## src/shared/ric_cfg.svh

```systemverilog
// constants for the reset and interrupt control block
`ifndef RIC_CFG_SVH
`define RIC_CFG_SVH

// interrupt source layout: pins first, then peripherals
`define RIC_NPIN 8
`define RIC_NPER 8
`define RIC_NSRC 16
`define RIC_PRIO_W 2
`define RIC_LVL_NONE 3'h4
`define RIC_VEC_W 5
`define RIC_BRK_VEC 5'h10

// opcode that is never a legal instruction
`define RIC_ILL_OPCODE 8'hff

// interrupt response window in system clock cycles
`define RIC_RESP_MIN 9
`define RIC_RESP_MAX 16
`define RIC_RESP_CYC 4'h9

// minimum reset width for one-cycle reset events, cycles
`define RIC_RST_HOLD 5'h10

// reset cause bit positions
`define RIC_CAUSE_PIN 0
`define RIC_CAUSE_WDT 1
`define RIC_CAUSE_POR 2
`define RIC_CAUSE_LVD 3
`define RIC_CAUSE_ILL 4
`define RIC_CAUSE_PAR 5
`define RIC_CAUSE_MEM 6
`define RIC_NCAUSE 7

`endif

```

## src/shared/ric_pkg.sv

```systemverilog
// types for the reset and interrupt control block
`include "ric_cfg.svh"
package ric_pkg;
	typedef enum logic [2:0] {
		RIC_IDLE = 3'b001,
		RIC_REQ = 3'b010,
		RIC_RESP = 3'b100
	} ric_state_e;
	typedef logic [`RIC_PRIO_W-1:0] ric_prio_t;
	typedef logic [`RIC_VEC_W-1:0] ric_vec_t;
	typedef logic [`RIC_NSRC-1:0] ric_src_t;
endpackage

```

## src/rtl/ric_sync.sv

```systemverilog
// two flip-flop synchroniser for asynchronous levels
`timescale 1ns/100ps
module ric_sync import ric_pkg::*; #(
	parameter int WIDTH = 1
) (
	input wire logic clk_in,
	input wire logic rst_in,
	input wire logic [WIDTH-1:0] async_in,
	output logic [WIDTH-1:0] sync_out
);
	logic [WIDTH-1:0] meta_q;
	logic [WIDTH-1:0] sync_q;

	// first stage feeds only the second stage
	always_ff @(posedge clk_in or posedge rst_in) begin
		if (rst_in) begin
			meta_q <= '0;
			sync_q <= '0;
		end else begin
			meta_q <= async_in;
			sync_q <= meta_q;
		end
	end

	assign sync_out = sync_q;
endmodule

```

## src/rtl/ric_top.sv

```systemverilog
// reset source collection and vectored interrupt control
`timescale 1ns/100ps
`include "ric_cfg.svh"
// Operation
// - the external reset pin puts the whole device into reset
// - a watchdog program loop detection raises an internal reset
// - the power-on detector below its threshold raises an internal reset
// - the low_voltage_detector below its threshold raises an internal reset
// - executing opcode ff raises reset, except under debug emulation
// - a RAM parity error raises an internal reset
// - an illegal memory access raises an internal reset
// - a masked maskable request is never serviced
// - each maskable source sits in one of four priority groups
// - a higher priority request may interrupt a lower one in service
// - equal priority requests are served in fixed source index order
// - an unmasked pending request releases STOP, HALT and low_power_a
// - maskable requests come from both pins and peripherals
// - the software_break_instruction raises a vectored software interrupt
// - the software break is taken even with interrupts disabled
// - the software break ignores priority ranking of maskable requests
// - response from acceptance to handler start is 9 to 16 cycles
module ric_top import ric_pkg::*; (
	input wire logic CLOCK_IN,
	input wire logic RST_IN,
	input wire logic RESET_PIN_IN,
	input wire logic POR_DETECT_IN,
	input wire logic LOW_VOLTAGE_DETECTOR_IN,
	input wire logic WDT_LOOP_IN,
	input wire logic EXEC_STROBE_IN,
	input wire logic [7:0] OPCODE_IN,
	input wire logic DEBUG_EMU_IN,
	input wire logic RAM_PARITY_ERR_IN,
	input wire logic ILLEGAL_ACCESS_IN,
	input wire logic [`RIC_NPIN-1:0] INT_PIN_IN,
	input wire logic [`RIC_NPER-1:0] PERIPH_REQ_IN,
	input wire logic [`RIC_NSRC-1:0] INT_MASK_IN,
	input wire logic [2*`RIC_NSRC-1:0] INT_PRIO_IN,
	input wire logic INT_ENABLE_IN,
	input wire logic BREAK_EXEC_IN,
	input wire logic INT_ACK_IN,
	input wire logic INT_RETURN_IN,
	output logic SYS_RESET_OUT,
	output logic [`RIC_NCAUSE-1:0] RESET_CAUSE_OUT,
	output logic INT_REQ_OUT,
	output logic [`RIC_VEC_W-1:0] INT_VECTOR_OUT,
	output logic INT_START_OUT,
	output logic [`RIC_NSRC-1:0] INT_FLAGS_OUT,
	output logic [3:0] IN_SERVICE_OUT,
	output logic STANDBY_RELEASE_OUT
);
	// best eligible source: strict compare keeps the lowest index on ties
	function automatic logic [4:0] pick_src(input ric_src_t elig,
			input logic [2*`RIC_NSRC-1:0] prio);
		logic [2:0] best;
		logic [4:0] res;
		best = `RIC_LVL_NONE;
		res = 5'h00;
		for (int i = 0; i < `RIC_NSRC; i++) begin
			if (elig[i] && ({1'b0, prio[2*i +: 2]} < best)) begin
				best = {1'b0, prio[2*i +: 2]};
				res = {1'b1, i[3:0]};
			end
		end
		return res;
	endfunction

	// level of the highest priority group now in service
	function automatic logic [2:0] cur_level(input logic [3:0] isr);
		logic [2:0] lvl;
		lvl = `RIC_LVL_NONE;
		for (int i = 3; i >= 0; i--) begin
			if (isr[i]) begin
				lvl = i[2:0];
			end
		end
		return lvl;
	endfunction

	logic [`RIC_NPIN-1:0] pin_s;
	logic [2:0] lvl_s;
	logic rst_pin_s;
	logic por_s;
	logic lvd_s;
	logic ill_opc;
	logic event_rst;
	logic level_rst;
	logic [4:0] hold_q;
	logic [4:0] hold_d;
	logic sys_rst_q;
	logic [`RIC_NCAUSE-1:0] cause_q;
	logic [`RIC_NCAUSE-1:0] cause_set;
	logic [`RIC_NPIN-1:0] pin_prev_q;
	ric_src_t req_set;
	ric_src_t req_clr;
	ric_src_t flag_q;
	ric_src_t flag_d;
	ric_src_t elig;
	logic [4:0] pick;
	logic [2:0] lvl_now;
	logic brk_q;
	logic brk_d;
	ric_state_e state_q;
	ric_state_e state_d;
	ric_vec_t vec_q;
	ric_prio_t pri_q;
	logic accept;
	logic take_brk;
	logic take_int;
	logic resp_done;
	logic [3:0] cnt_q;
	logic [3:0] isr_q;
	logic [3:0] isr_push;
	logic [3:0] isr_pop;

	// pins and supply comparators are asynchronous to the clock
	ric_sync #(.WIDTH(`RIC_NPIN + 3)) u_sync (
		.clk_in(CLOCK_IN),
		.rst_in(RST_IN),
		.async_in({INT_PIN_IN, RESET_PIN_IN, POR_DETECT_IN, LOW_VOLTAGE_DETECTOR_IN}),
		.sync_out({pin_s, lvl_s})
	);
	assign rst_pin_s = lvl_s[2];
	assign por_s = lvl_s[1];
	assign lvd_s = lvl_s[0];

	assign ill_opc = EXEC_STROBE_IN && (OPCODE_IN == `RIC_ILL_OPCODE) && !DEBUG_EMU_IN;
	assign event_rst = WDT_LOOP_IN | ill_opc | RAM_PARITY_ERR_IN | ILLEGAL_ACCESS_IN;
	assign level_rst = rst_pin_s | por_s | lvd_s;
	// events are stretched so the rest of the chip sees a usable width
	assign hold_d = event_rst ? `RIC_RST_HOLD : ((hold_q != 5'h00) ? hold_q - 5'h01 : 5'h00);

	// cause record for software to read after restart
	assign cause_set = {ILLEGAL_ACCESS_IN, RAM_PARITY_ERR_IN, ill_opc, lvd_s,
		por_s, WDT_LOOP_IN, rst_pin_s};

	// level sources force reset until they deassert, events hold it 16 cycles after the last one
	always_ff @(posedge CLOCK_IN or posedge RST_IN) begin
		if (RST_IN) begin
			hold_q <= 5'h00;
			sys_rst_q <= 1'b1;
			cause_q <= '0;
		end else begin
			hold_q <= hold_d;
			sys_rst_q <= level_rst | event_rst | (hold_d != 5'h00);
			cause_q <= cause_set | (cause_q & {`RIC_NCAUSE{1'b1}});
		end
	end

	// pins are edge detected, peripherals give request pulses
	assign req_set = {PERIPH_REQ_IN, pin_s & ~pin_prev_q};
	assign req_clr = (accept && vec_q[4] == 1'b0) ?
		ric_src_t'(1) << vec_q[3:0] : '0;
	// a new request wins over the acknowledge clear
	assign flag_d = (flag_q & ~req_clr) | req_set;

	always_ff @(posedge CLOCK_IN or posedge RST_IN) begin
		if (RST_IN) begin
			pin_prev_q <= '0;
			flag_q <= '0;
		end else if (sys_rst_q) begin
			pin_prev_q <= pin_s;
			flag_q <= '0;
		end else begin
			pin_prev_q <= pin_s;
			flag_q <= flag_d;
		end
	end

	// only groups above the level in service may nest
	assign lvl_now = cur_level(isr_q);
	assign elig = flag_q & ~INT_MASK_IN & {`RIC_NSRC{INT_ENABLE_IN}};
	assign pick = pick_src(elig, INT_PRIO_IN);
	assign take_int = pick[4] && ({1'b0, INT_PRIO_IN[2*pick[3:0] +: 2]} < lvl_now);
	// break is not ranked, it simply goes first
	assign take_brk = brk_q;
	// wake from standby on any unmasked pending request
	assign STANDBY_RELEASE_OUT = |(flag_q & ~INT_MASK_IN);

	assign accept = (state_q == RIC_REQ) && INT_ACK_IN;
	assign resp_done = (state_q == RIC_RESP) && (cnt_q == 4'h0);
	// break request held until the core takes it
	assign brk_d = BREAK_EXEC_IN | (brk_q & ~(accept && vec_q == `RIC_BRK_VEC));

	// request and response sequencer
	always_comb begin
		state_d = state_q;
		case (state_q)
			RIC_IDLE: begin
				if (take_brk || take_int) begin
					state_d = RIC_REQ;
				end
			end
			RIC_REQ: begin
				if (INT_ACK_IN) begin
					state_d = RIC_RESP;
				end
			end
			RIC_RESP: begin
				if (cnt_q == 4'h0) begin
					state_d = RIC_IDLE;
				end
			end
			default: begin
				state_d = RIC_IDLE;
			end
		endcase
	end

	// in-service groups: push on maskable accept, pop highest on return
	assign isr_push = (accept && vec_q != `RIC_BRK_VEC) ? 4'h1 << pri_q : 4'h0;
	assign isr_pop = (INT_RETURN_IN && lvl_now != `RIC_LVL_NONE) ?
		4'h1 << lvl_now[1:0] : 4'h0;

	always_ff @(posedge CLOCK_IN or posedge RST_IN) begin
		if (RST_IN) begin
			state_q <= RIC_IDLE;
			brk_q <= 1'b0;
			vec_q <= '0;
			pri_q <= '0;
			cnt_q <= 4'h0;
			isr_q <= 4'h0;
		end else if (sys_rst_q) begin
			state_q <= RIC_IDLE;
			brk_q <= 1'b0;
			cnt_q <= 4'h0;
			isr_q <= 4'h0;
		end else begin
			state_q <= state_d;
			brk_q <= brk_d;
			isr_q <= (isr_q & ~isr_pop) | isr_push;
			if (state_q == RIC_IDLE && take_brk) begin
				vec_q <= `RIC_BRK_VEC;
			end else if (state_q == RIC_IDLE && take_int) begin
				vec_q <= {1'b0, pick[3:0]};
				pri_q <= INT_PRIO_IN[2*pick[3:0] +: 2];
			end
			if (accept) begin
				cnt_q <= `RIC_RESP_CYC - 4'h1;
			end else if (state_q == RIC_RESP && cnt_q != 4'h0) begin
				cnt_q <= cnt_q - 4'h1;
			end
		end
	end

	assign SYS_RESET_OUT = sys_rst_q;
	assign RESET_CAUSE_OUT = cause_q;
	assign INT_REQ_OUT = (state_q == RIC_REQ);
	assign INT_VECTOR_OUT = vec_q;
	assign INT_START_OUT = resp_done;
	assign INT_FLAGS_OUT = flag_q;
	assign IN_SERVICE_OUT = isr_q;

	logic [4:0] since_acc_q;
	always_ff @(posedge CLOCK_IN or posedge RST_IN) begin
		if (RST_IN) begin
			since_acc_q <= 5'h00;
		end else if (accept) begin
			since_acc_q <= 5'h01;
		end else if (since_acc_q != 5'h00 && since_acc_q != 5'h1f) begin
			since_acc_q <= since_acc_q + 5'h01;
		end
	end
endmodule

```

## config.mk

```make
export PLATFORM = sky130hd
export DESIGN_NAME = ric_top
export DESIGN_NICKNAME = d
export VERILOG_FILES = /design/src/shared/ric_pkg.sv /design/src/rtl/ric_sync.sv /design/src/rtl/ric_top.sv
export VERILOG_INCLUDE_DIRS = /design/src /design/src/shared
export SDC_FILE = /design/constraint.sdc
export NUM_CORES = 1
export LEC_CHECK = 0
export ABC_CLOCK_PERIOD_IN_PS = 24400
export BUFFER_PORTS_ARGS = -buffer_cell sky130_fd_sc_hd__buf_2
export CAP_MARGIN = 30
export CORE_MARGIN = 4
export CORE_UTILIZATION = 50
export DETAILED_ROUTE_END_ITERATION = 6
export PLACE_DENSITY = 0.87
export SLEW_MARGIN = 40
export SYNTH_ARGS = -nofsm -noshare
export SYNTH_HDL_FRONTEND = slang
export SYNTH_HIERARCHICAL = 1
export SYNTH_SLANG_ARGS = --single-unit
```

## constraint.sdc

```tcl
create_clock -name CLOCK_IN -period 24.4 [get_ports CLOCK_IN]
set_input_delay 1.22 -clock CLOCK_IN [delete_from_list [all_inputs] [get_ports CLOCK_IN]]
set_output_delay 1.22 -clock CLOCK_IN [all_outputs]
set_load 0.1 [all_outputs]
```

* Word level (Yosys, flattened, before mapping)
Index checks and enable logic that the tools add are counted.
** Word-level totals
- Register bits :: 78
- Input bits :: 86
- Output and inout port bits :: 36
- Logic and storage cells :: 162
** Cells by class
- Add/sub/neg operators :: 2
- Magnitude comparators :: 16
- Equal/unequal tests :: 10
- Shifts and indexed selects :: 4
- Mux-type cells :: 53
- Bitwise logic cells :: 25
- Reductions and logical operators :: 39
** Operators with widths (count)
- $mux 5 :: 20
- $mux 3 :: 23
- $and 16x16->16 :: 3
- $lt 2x3->1 :: 16
- $mux 16 :: 2
- $not 16->16 :: 2
- $shiftx 32x6->2 :: 1
- $logic_and 1x1->1 :: 27
- $mux 4 :: 6
- $or 16x16->16 :: 1
- $reduce_or 16->1 :: 1
- $shl 1x4->16 const A :: 1
- $reduce_bool 5->1 :: 2
- $pmux 3 s3 :: 1
- $and 8x8->8 :: 1
- $eq 8x8->1 const B :: 1
- $not 8->8 :: 1
- $or 1x1->1 :: 8
- $shl 1x2->4 const A :: 2
- $or 7x7->7 :: 1
- $ne 3x2->1 const B :: 2
- $ne 3x3->1 const B :: 2
- $reduce_and 3->1 :: 2
- $eq 5x5->1 const B :: 1
- other kinds (19) :: 22

* Depth between registers and ports, before layout
- Word-level depth :: 56
- Gate-level depth with buffers :: 115
- Depth with buffers taken out :: 111

* Hierarchy
The synthesis kept the hierarchy.
** By module, submodules not included
- ric_top :: times used 1, cells an instance 567, area an instance 4715.8 µm², seq. area each 1403.8 µm²
- ric_sync :: times used 1, cells an instance 23, area an instance 554.3 µm², seq. area each 550.5 µm²

* Worst setup path after synthesis
OpenSTA, ideal clock, no wires.
- Kind :: input to register
- From :: input port INT_ENABLE_IN
- To :: register vec_q[0], in the netlist INT_VECTOR_OUT[0]
- Library setup time :: 0.123 ns
- Data arrival time :: 20.504 ns
- Required time :: 24.277 ns
- Path slack :: 3.773 ns
- Stages :: 111
- Path buffers :: 5
- Cells stage by stage :: clkbuf_1 > clkbuf_1 > clkbuf_1 > nand3_1 > ha_1 > a21oi_1 > o211ai_1 > nor2b_1 > a21oi_1 > ha_1 > a21oi_1 > o21ai_0 > mux2i_1 > inv_1 > ha_1 > inv_1 > a31oi_1 > o21ai_0 > [... 75 more ...] > ha_1 > nor3_1 > nor2_1 > o311a_1 > nand4_1 > buf_2 > mux2i_1 > mux2i_1 > mux2i_1 > mux2i_1 > ha_1 > a21oi_1 > a21oi_1 > o22ai_1 > o21ai_0 > a41oi_2 > o21ai_2 > a22o_1
** On the way
- Word-level cells in the longest chain between the ends :: 53
- Elaborated cells on any way between the ends :: 70
- Those cells by class :: 16 x order compare; 1 x shift; 33 x mux; 1 x bitwise; 19 x reduce/logical
** Ends and longest elaborated chain
- start: declaration :: RTL line ric_top.sv:38 : input wire logic INT_ENABLE_IN,
- $and 16x16->16 * :: RTL line ric_top.sv:171 : assign elig = flag_q & ~INT_MASK_IN & {`RIC_NSRC{INT_ENABLE_IN}};
- $mux 3 :: RTL line ric_top.sv:59 : if (elig[i] && ({1'b0, prio[2*i +: 2]} < best)) begin
- $lt 2x3->1 :: RTL line ric_top.sv:59
- $logic_and 1x1->1 :: RTL line ric_top.sv:59
- $mux 3 :: RTL line ric_top.sv:59
- $lt 2x3->1 :: RTL line ric_top.sv:59
- $logic_and 1x1->1 :: RTL line ric_top.sv:59
- $mux 3 :: RTL line ric_top.sv:59
- [... 37 more ...]
- $logic_and 1x1->1 :: RTL line ric_top.sv:59
- $mux 5 * :: RTL line ric_top.sv:59
- $shiftx 32x6->2 :: RTL line ric_top.sv:173 : assign take_int = pick[4] && ({1'b0, INT_PRIO_IN[2*pick[3:0] +: 2]} < lvl_now);
- $lt 2x3->1 :: RTL line ric_top.sv:173
- $logic_and 1x1->1 :: RTL line ric_top.sv:173
- $logic_and 1x1->1 :: RTL line ric_top.sv:233 : end else if (state_q == RIC_IDLE && take_int) begin
- $reduce_bool 2->1 (no source line)
- $reduce_and 2->1 (no source line)
- end signal: assignment :: RTL line ric_top.sv:232 : vec_q <= `RIC_BRK_VEC;
- end signal: assignment :: RTL line ric_top.sv:234 : vec_q <= {1'b0, pick[3:0]};
- end: declaration :: RTL line ric_top.sv:104 : ric_vec_t vec_q;
Mark *: on every way between the ends. The rest lies on a longest branch, timed or not. The select of a mux whose other input is x is not followed.
A chain may end at the register's enable or synchronous reset.

* Final worst setup path
- From :: input port INT_MASK_IN[0]
- To :: register vec_q[0], in the netlist INT_VECTOR_OUT[0]
** On the way
- Word-level cells in the longest chain between the ends :: 55
- Elaborated cells on any way between the ends :: 72
- Those cells by class :: 16 x order compare; 1 x shift; 33 x mux; 3 x bitwise; 19 x reduce/logical
** Ends and longest elaborated chain
- start: declaration :: RTL line ric_top.sv:36 : input wire logic [`RIC_NSRC-1:0] INT_MASK_IN,
- $not 16->16 * :: RTL line ric_top.sv:171
- $and 16x16->16 * (2 in series) :: RTL line ric_top.sv:171
- $mux 3 :: RTL line ric_top.sv:59
- $lt 2x3->1 :: RTL line ric_top.sv:59
- $logic_and 1x1->1 :: RTL line ric_top.sv:59
- $mux 3 :: RTL line ric_top.sv:59
- $lt 2x3->1 :: RTL line ric_top.sv:59
- $logic_and 1x1->1 :: RTL line ric_top.sv:59
- [... 38 more ...]
- $logic_and 1x1->1 :: RTL line ric_top.sv:59
- $mux 5 * :: RTL line ric_top.sv:59
- $shiftx 32x6->2 :: RTL line ric_top.sv:173
- $lt 2x3->1 :: RTL line ric_top.sv:173
- $logic_and 1x1->1 :: RTL line ric_top.sv:173
- $logic_and 1x1->1 :: RTL line ric_top.sv:233
- $reduce_bool 2->1 (no source line)
- $reduce_and 2->1 (no source line)
Marks and branches as above.

==> reports/results.env <==
REG2REG_FROM='INT_FLAGS_OUT[0]'
SYNTH.NET_COUNT=696
POST-LAYOUT-TOTAL-POWER_uW=272
SYNTH_TOP_CELL_BY_AREA='sky130_fd_sc_hd__dfrtp_1'
DETAILEDROUTE.FIRSTITERATIONVIOLATIONS=270
CP-END-KIND='flip-flop'
GP_ROUTABILITY_CONGESTION=0.984
SYNTHESIS.AREA_SQ_MM=0.00527
CTS-BUFFERS-INSERTED=9
REGTOREGENDPOINT='INT_VECTOR_OUT[0]'
SYN_AREA_PER_CELL_SQ_UM=8.93
MAXIMUM_LEVEL_OF_THE_CTS_H_TREE=3
ASYNC_RESET_FF_FRAC=1.00
FILLERINSTANCES=900
CTSLONGESTPATHBUFFERS=2
CRITICALPATHCATEGORY='in2reg'
KIND_OF_LAUNCH_POINT_OF_THE_WORST_SETUP_PATH='primary input'
ROUTED_WIRE_LENGTH_PER_INSTANCE_UM=18.6
NUMPLACEDINSTANCES=834
FLOORPLAN.INITIALDENSITY=0.513
CORE_AREA_SQ_MM=0.0103
IO_BUFFERS=121
CLOCK_INSERTION_DELAY_WORST_SKEW_NS=0.35
SYNTH.DISTINCT_CELLS=84
SYNTH_TOP_AREA_SHARE=0.361
DESIGN.FINAL.NETS=816
WORSTPATHARRIVAL_NS=22.94
GRT_USAGE=0.252
YOSYS-TOP-CELLS-AREA='sky130_fd_sc_hd__dfrtp_1, sky130_fd_sc_hd__ha_1, sky130_fd_sc_hd__mux2i_1'
RUN_STATUS='completed'
RSZ0062_AT_GRT='no'
CRITICAL_PATH.MAX_FANOUT=12
CLOCK-SKEW-FINAL_NS=0.0150
CTSHOLDBUFFERS=0
SLEW_VIOL_FINAL=0
MAX_SLEW_MARGIN=0.448
FLOORPLAN.DIE.WIDTH_UM=111
FRACTION_OF_THE_CYCLE_THE_FINAL_WORST_PATH_NEEDS=0.931
HOLD_PATH.STARTPOINT='u_sync/meta_q[6]'
MAXIMUM_VDD_DROP_mV=0.0604
CLK_TRANSITION_REPORTED_PATHS_NS=0.08
SLOWEST_DELAY_NS=0.47
MAXIMUM_NUMBER_OF_PINS_ON_ONE_NET_BEFORE_GLOBAL_ROUTE_REPAIR=57
IO_PINS=122
SYNTH_SEQUENTIAL_AREA_RATIO=0.371
YOSYSWARNINGCOUNT=6
SYNTH_ENABLE_FLOP_CELLS=0
ANTENNA_CELLS_INSERTED=0
CLOCK-SINKS=78
PLACE_AREA_SQ_MM=0.00599
POSTSYNTHREGISTERBITS=78
TIGHTESTPINTRANSITION_NS=0.818
FINALCRITICALPERIOD_NS=22.71
FINAL_HOLD_VIOL_COUNT=0
LAYOUT_CELL_SHARE_WITH_DRIVE_STRENGTH_BEYOND_1=0.269
WORSTHOLDENDPOINT='u_sync/sync_out[6]'
HP-CLASS='reg2reg'
ROW_COUNT=37
ROUTE.ANTENNA.REMAINING_NETS=0
ROUTE.DETAILED.DRC=0
P_LEAK_uW=0.00283
NETLIST_INSTANCES=590
R2R_SETUP_SLACK_NS=2.26
REQUIRED_NS=24.64
FMAXACHIEVABLE_MHz=44.0
DIE_H_UM=111
PLACE.DETAILED.HPWL_UM=12500
CTS_ROOT_BUF='sky130_fd_sc_hd__clkbuf_8'
CAP_VIOL_MAX_COUNT=0
DRTPASS1ITERATIONS=5
WORST_PATH_MAX_DELAY_CELL='sky130_fd_sc_hd__o31ai_1'
LAYOUT.CELL_AREA.NON_FILLER_SQ_MM=0.00624
SYNTH_TOP_CELLS_BY_COUNT='sky130_fd_sc_hd__dfrtp_1, sky130_fd_sc_hd__nand2_1, sky130_fd_sc_hd__nor2_1'
POWER_DENSITY_mW_PER_MM2=43.6
NUMBER_OF_STANDARD_CELLS_IN_THE_LAYOUT_TAPS_IN_AND_FILLERS_OUT=851
GRT_PASS1_WL_UM=25300
SYN2LAYOUT_AREA_GROWTH_PCT=18.4
SETUP_TOTAL_NEG_SLACK_NS=0
GRT_ANTENNA_BEFORE_REPAIR=0
FINALSETUPVIOLATIONS=0
CP_COMMON_CELL='sky130_fd_sc_hd__ha_1'
WHS_PATH_DEPTH=0
VIAS_PER_CELL=5.98
DRT_WL_TOTAL_UM=15800
ROUTED-VIA-COUNT=5090
DIEAREA_SQ_MM=0.0122
REG2REG_DEPTH=108
SYNTH_MOST_COMMON_CELL='sky130_fd_sc_hd__dfrtp_1'
VIAS_IN_THE_FIRST_GLOBAL_ROUTE=5122
COUNT_OF_BUFFER_AND_INVERTER_CELLS_ON_THE_CRITICAL_PATH=9
SYNTH_FLOP_CELL='sky130_fd_sc_hd__dfrtp_1'
CPLARGESTDELAYFAMILY='compound AO/OA/AOI/OAI gates'
OVERFLOW=0
CTS_TREE='yes'
==> stage by stage <==
stage          utilization  setup WS, ns  hold slack [ns]
2_1_floorplan            -          3.77            0.331
3_3_place_gp         0.582          1.81            0.333
3_5_place_dp         0.582          1.14            0.335
4_1_cts              0.605          1.47            0.354
5_1_grt              0.607        0.0205            0.362
6_report             0.607          1.69            0.354
==> state kept, by name (all words and copies together) (netlist names) <==
signal / cells
SYS_RESET_OUT: 1
u_sync/sync_out: 11
INT_VECTOR_OUT: 5
brk_q: 1
pri_q: 2
cnt_q: 4
pin_prev_q: 8
IN_SERVICE_OUT: 4
u_sync/meta_q: 11
state_q: 3
RESET_CAUSE_OUT: 7
hold_q: 5
INT_FLAGS_OUT: 16
==> timing repair <==
item,in CTS,in global routing
setup endpoints to repair,0,9
setup buffers,0,1
endpoints found under the hold margin,0,0
resized for setup,0,4
==> worst reg2reg max path, delay by kind of cell (launching register included) <==
kind,cells,cell delay (ns)
compound gates,48,9.61
fa+ha+maj,16,4.22
buf+inv,8,0.73
flops,1,0.40
mux,9,1.92
simple gates,27,5.22
==> power breakdown <==
group	total (uW)	internal (uW)	switching, uW
clock network	109	60.9	47.6
registers	135	133	2.04
logic	28.9	11.1	17.8
==> final cells by class <==
cell class	count	area (sq um)	share of cell area
Clock buffer	10	138	0.0221
Inverter	38	143	0.0229
Sequential cell	78	1950	0.313
Timing Repair Buffer	123	623	0.0998
Multi-Input combinational cell	460	3120	0.500
Tap cell	136	170	0.0273
Clock inverter	6	92.6	0.0148
==> layer usage <==
metal	up-vias	share of wire	wire (um)	GRT usage
met1	2429	0.39	6220	0.298
li1	2408	-	-	-
met3	39	0.074	1170	0.0535
met4	0	0.029	452	0.0821
met2	214	0.50	8000	0.453
met5	-	0	0	0
==> layout by cell type (no fill, tap or decap), types with 6 or more instances in the layout <==
master,netlist,layout
sky130_fd_sc_hd__buf_2,3,120
sky130_fd_sc_hd__dfrtp_1,76,76
sky130_fd_sc_hd__nand2_1,51,51
sky130_fd_sc_hd__nor2_1,48,47
sky130_fd_sc_hd__a21oi_1,45,45
sky130_fd_sc_hd__o21ai_0,40,40
sky130_fd_sc_hd__inv_1,38,36
sky130_fd_sc_hd__mux2i_1,23,23
sky130_fd_sc_hd__nand2b_1,20,20
sky130_fd_sc_hd__ha_1,20,20
sky130_fd_sc_hd__nor3_1,19,19
sky130_fd_sc_hd__nor2b_1,18,18
sky130_fd_sc_hd__or2_2,14,14
sky130_fd_sc_hd__clkbuf_8,0,10
sky130_fd_sc_hd__nand3_1,9,9
sky130_fd_sc_hd__nand4_1,9,9
sky130_fd_sc_hd__and2_1,7,7
sky130_fd_sc_hd__o211ai_1,7,7
sky130_fd_sc_hd__a31oi_1,7,7
sky130_fd_sc_hd__nand3b_1,6,6
sky130_fd_sc_hd__a21o_1,6,6
sky130_fd_sc_hd__o21a_1,6,6
sky130_fd_sc_hd__or3_1,6,6
==> how the worst max path moves through the flow <==
stage / depth (start not counted) / from / endpoint
after floorplan: 111 / INT_ENABLE_IN / INT_VECTOR_OUT[0]
after global placement: 107 / INT_ENABLE_IN / INT_VECTOR_OUT[0]
after detailed placement: 107 / INT_ENABLE_IN / INT_VECTOR_OUT[0]
after CTS: 107 / INT_ENABLE_IN / INT_VECTOR_OUT[0]
after global routing: 109 / INT_MASK_IN[0] / INT_VECTOR_OUT[0]
final: 109 / INT_MASK_IN[0] / INT_VECTOR_OUT[0]
==> cells by family after synthesis <==
logic type                 after synthesis  share of synthesized area
AOI/OAI and AO/OA                      184                      0.256
DFF                                     78                      0.371
adders and majority gates               20                     0.0475
muxes                                   27                     0.0529
xor gates and xnor gates                 4                    0.00665
and+or+nand+nor                        225                      0.226
buffers and inverters                   52                     0.0399
Note: power is estimated with default switching activity, not from simulation.
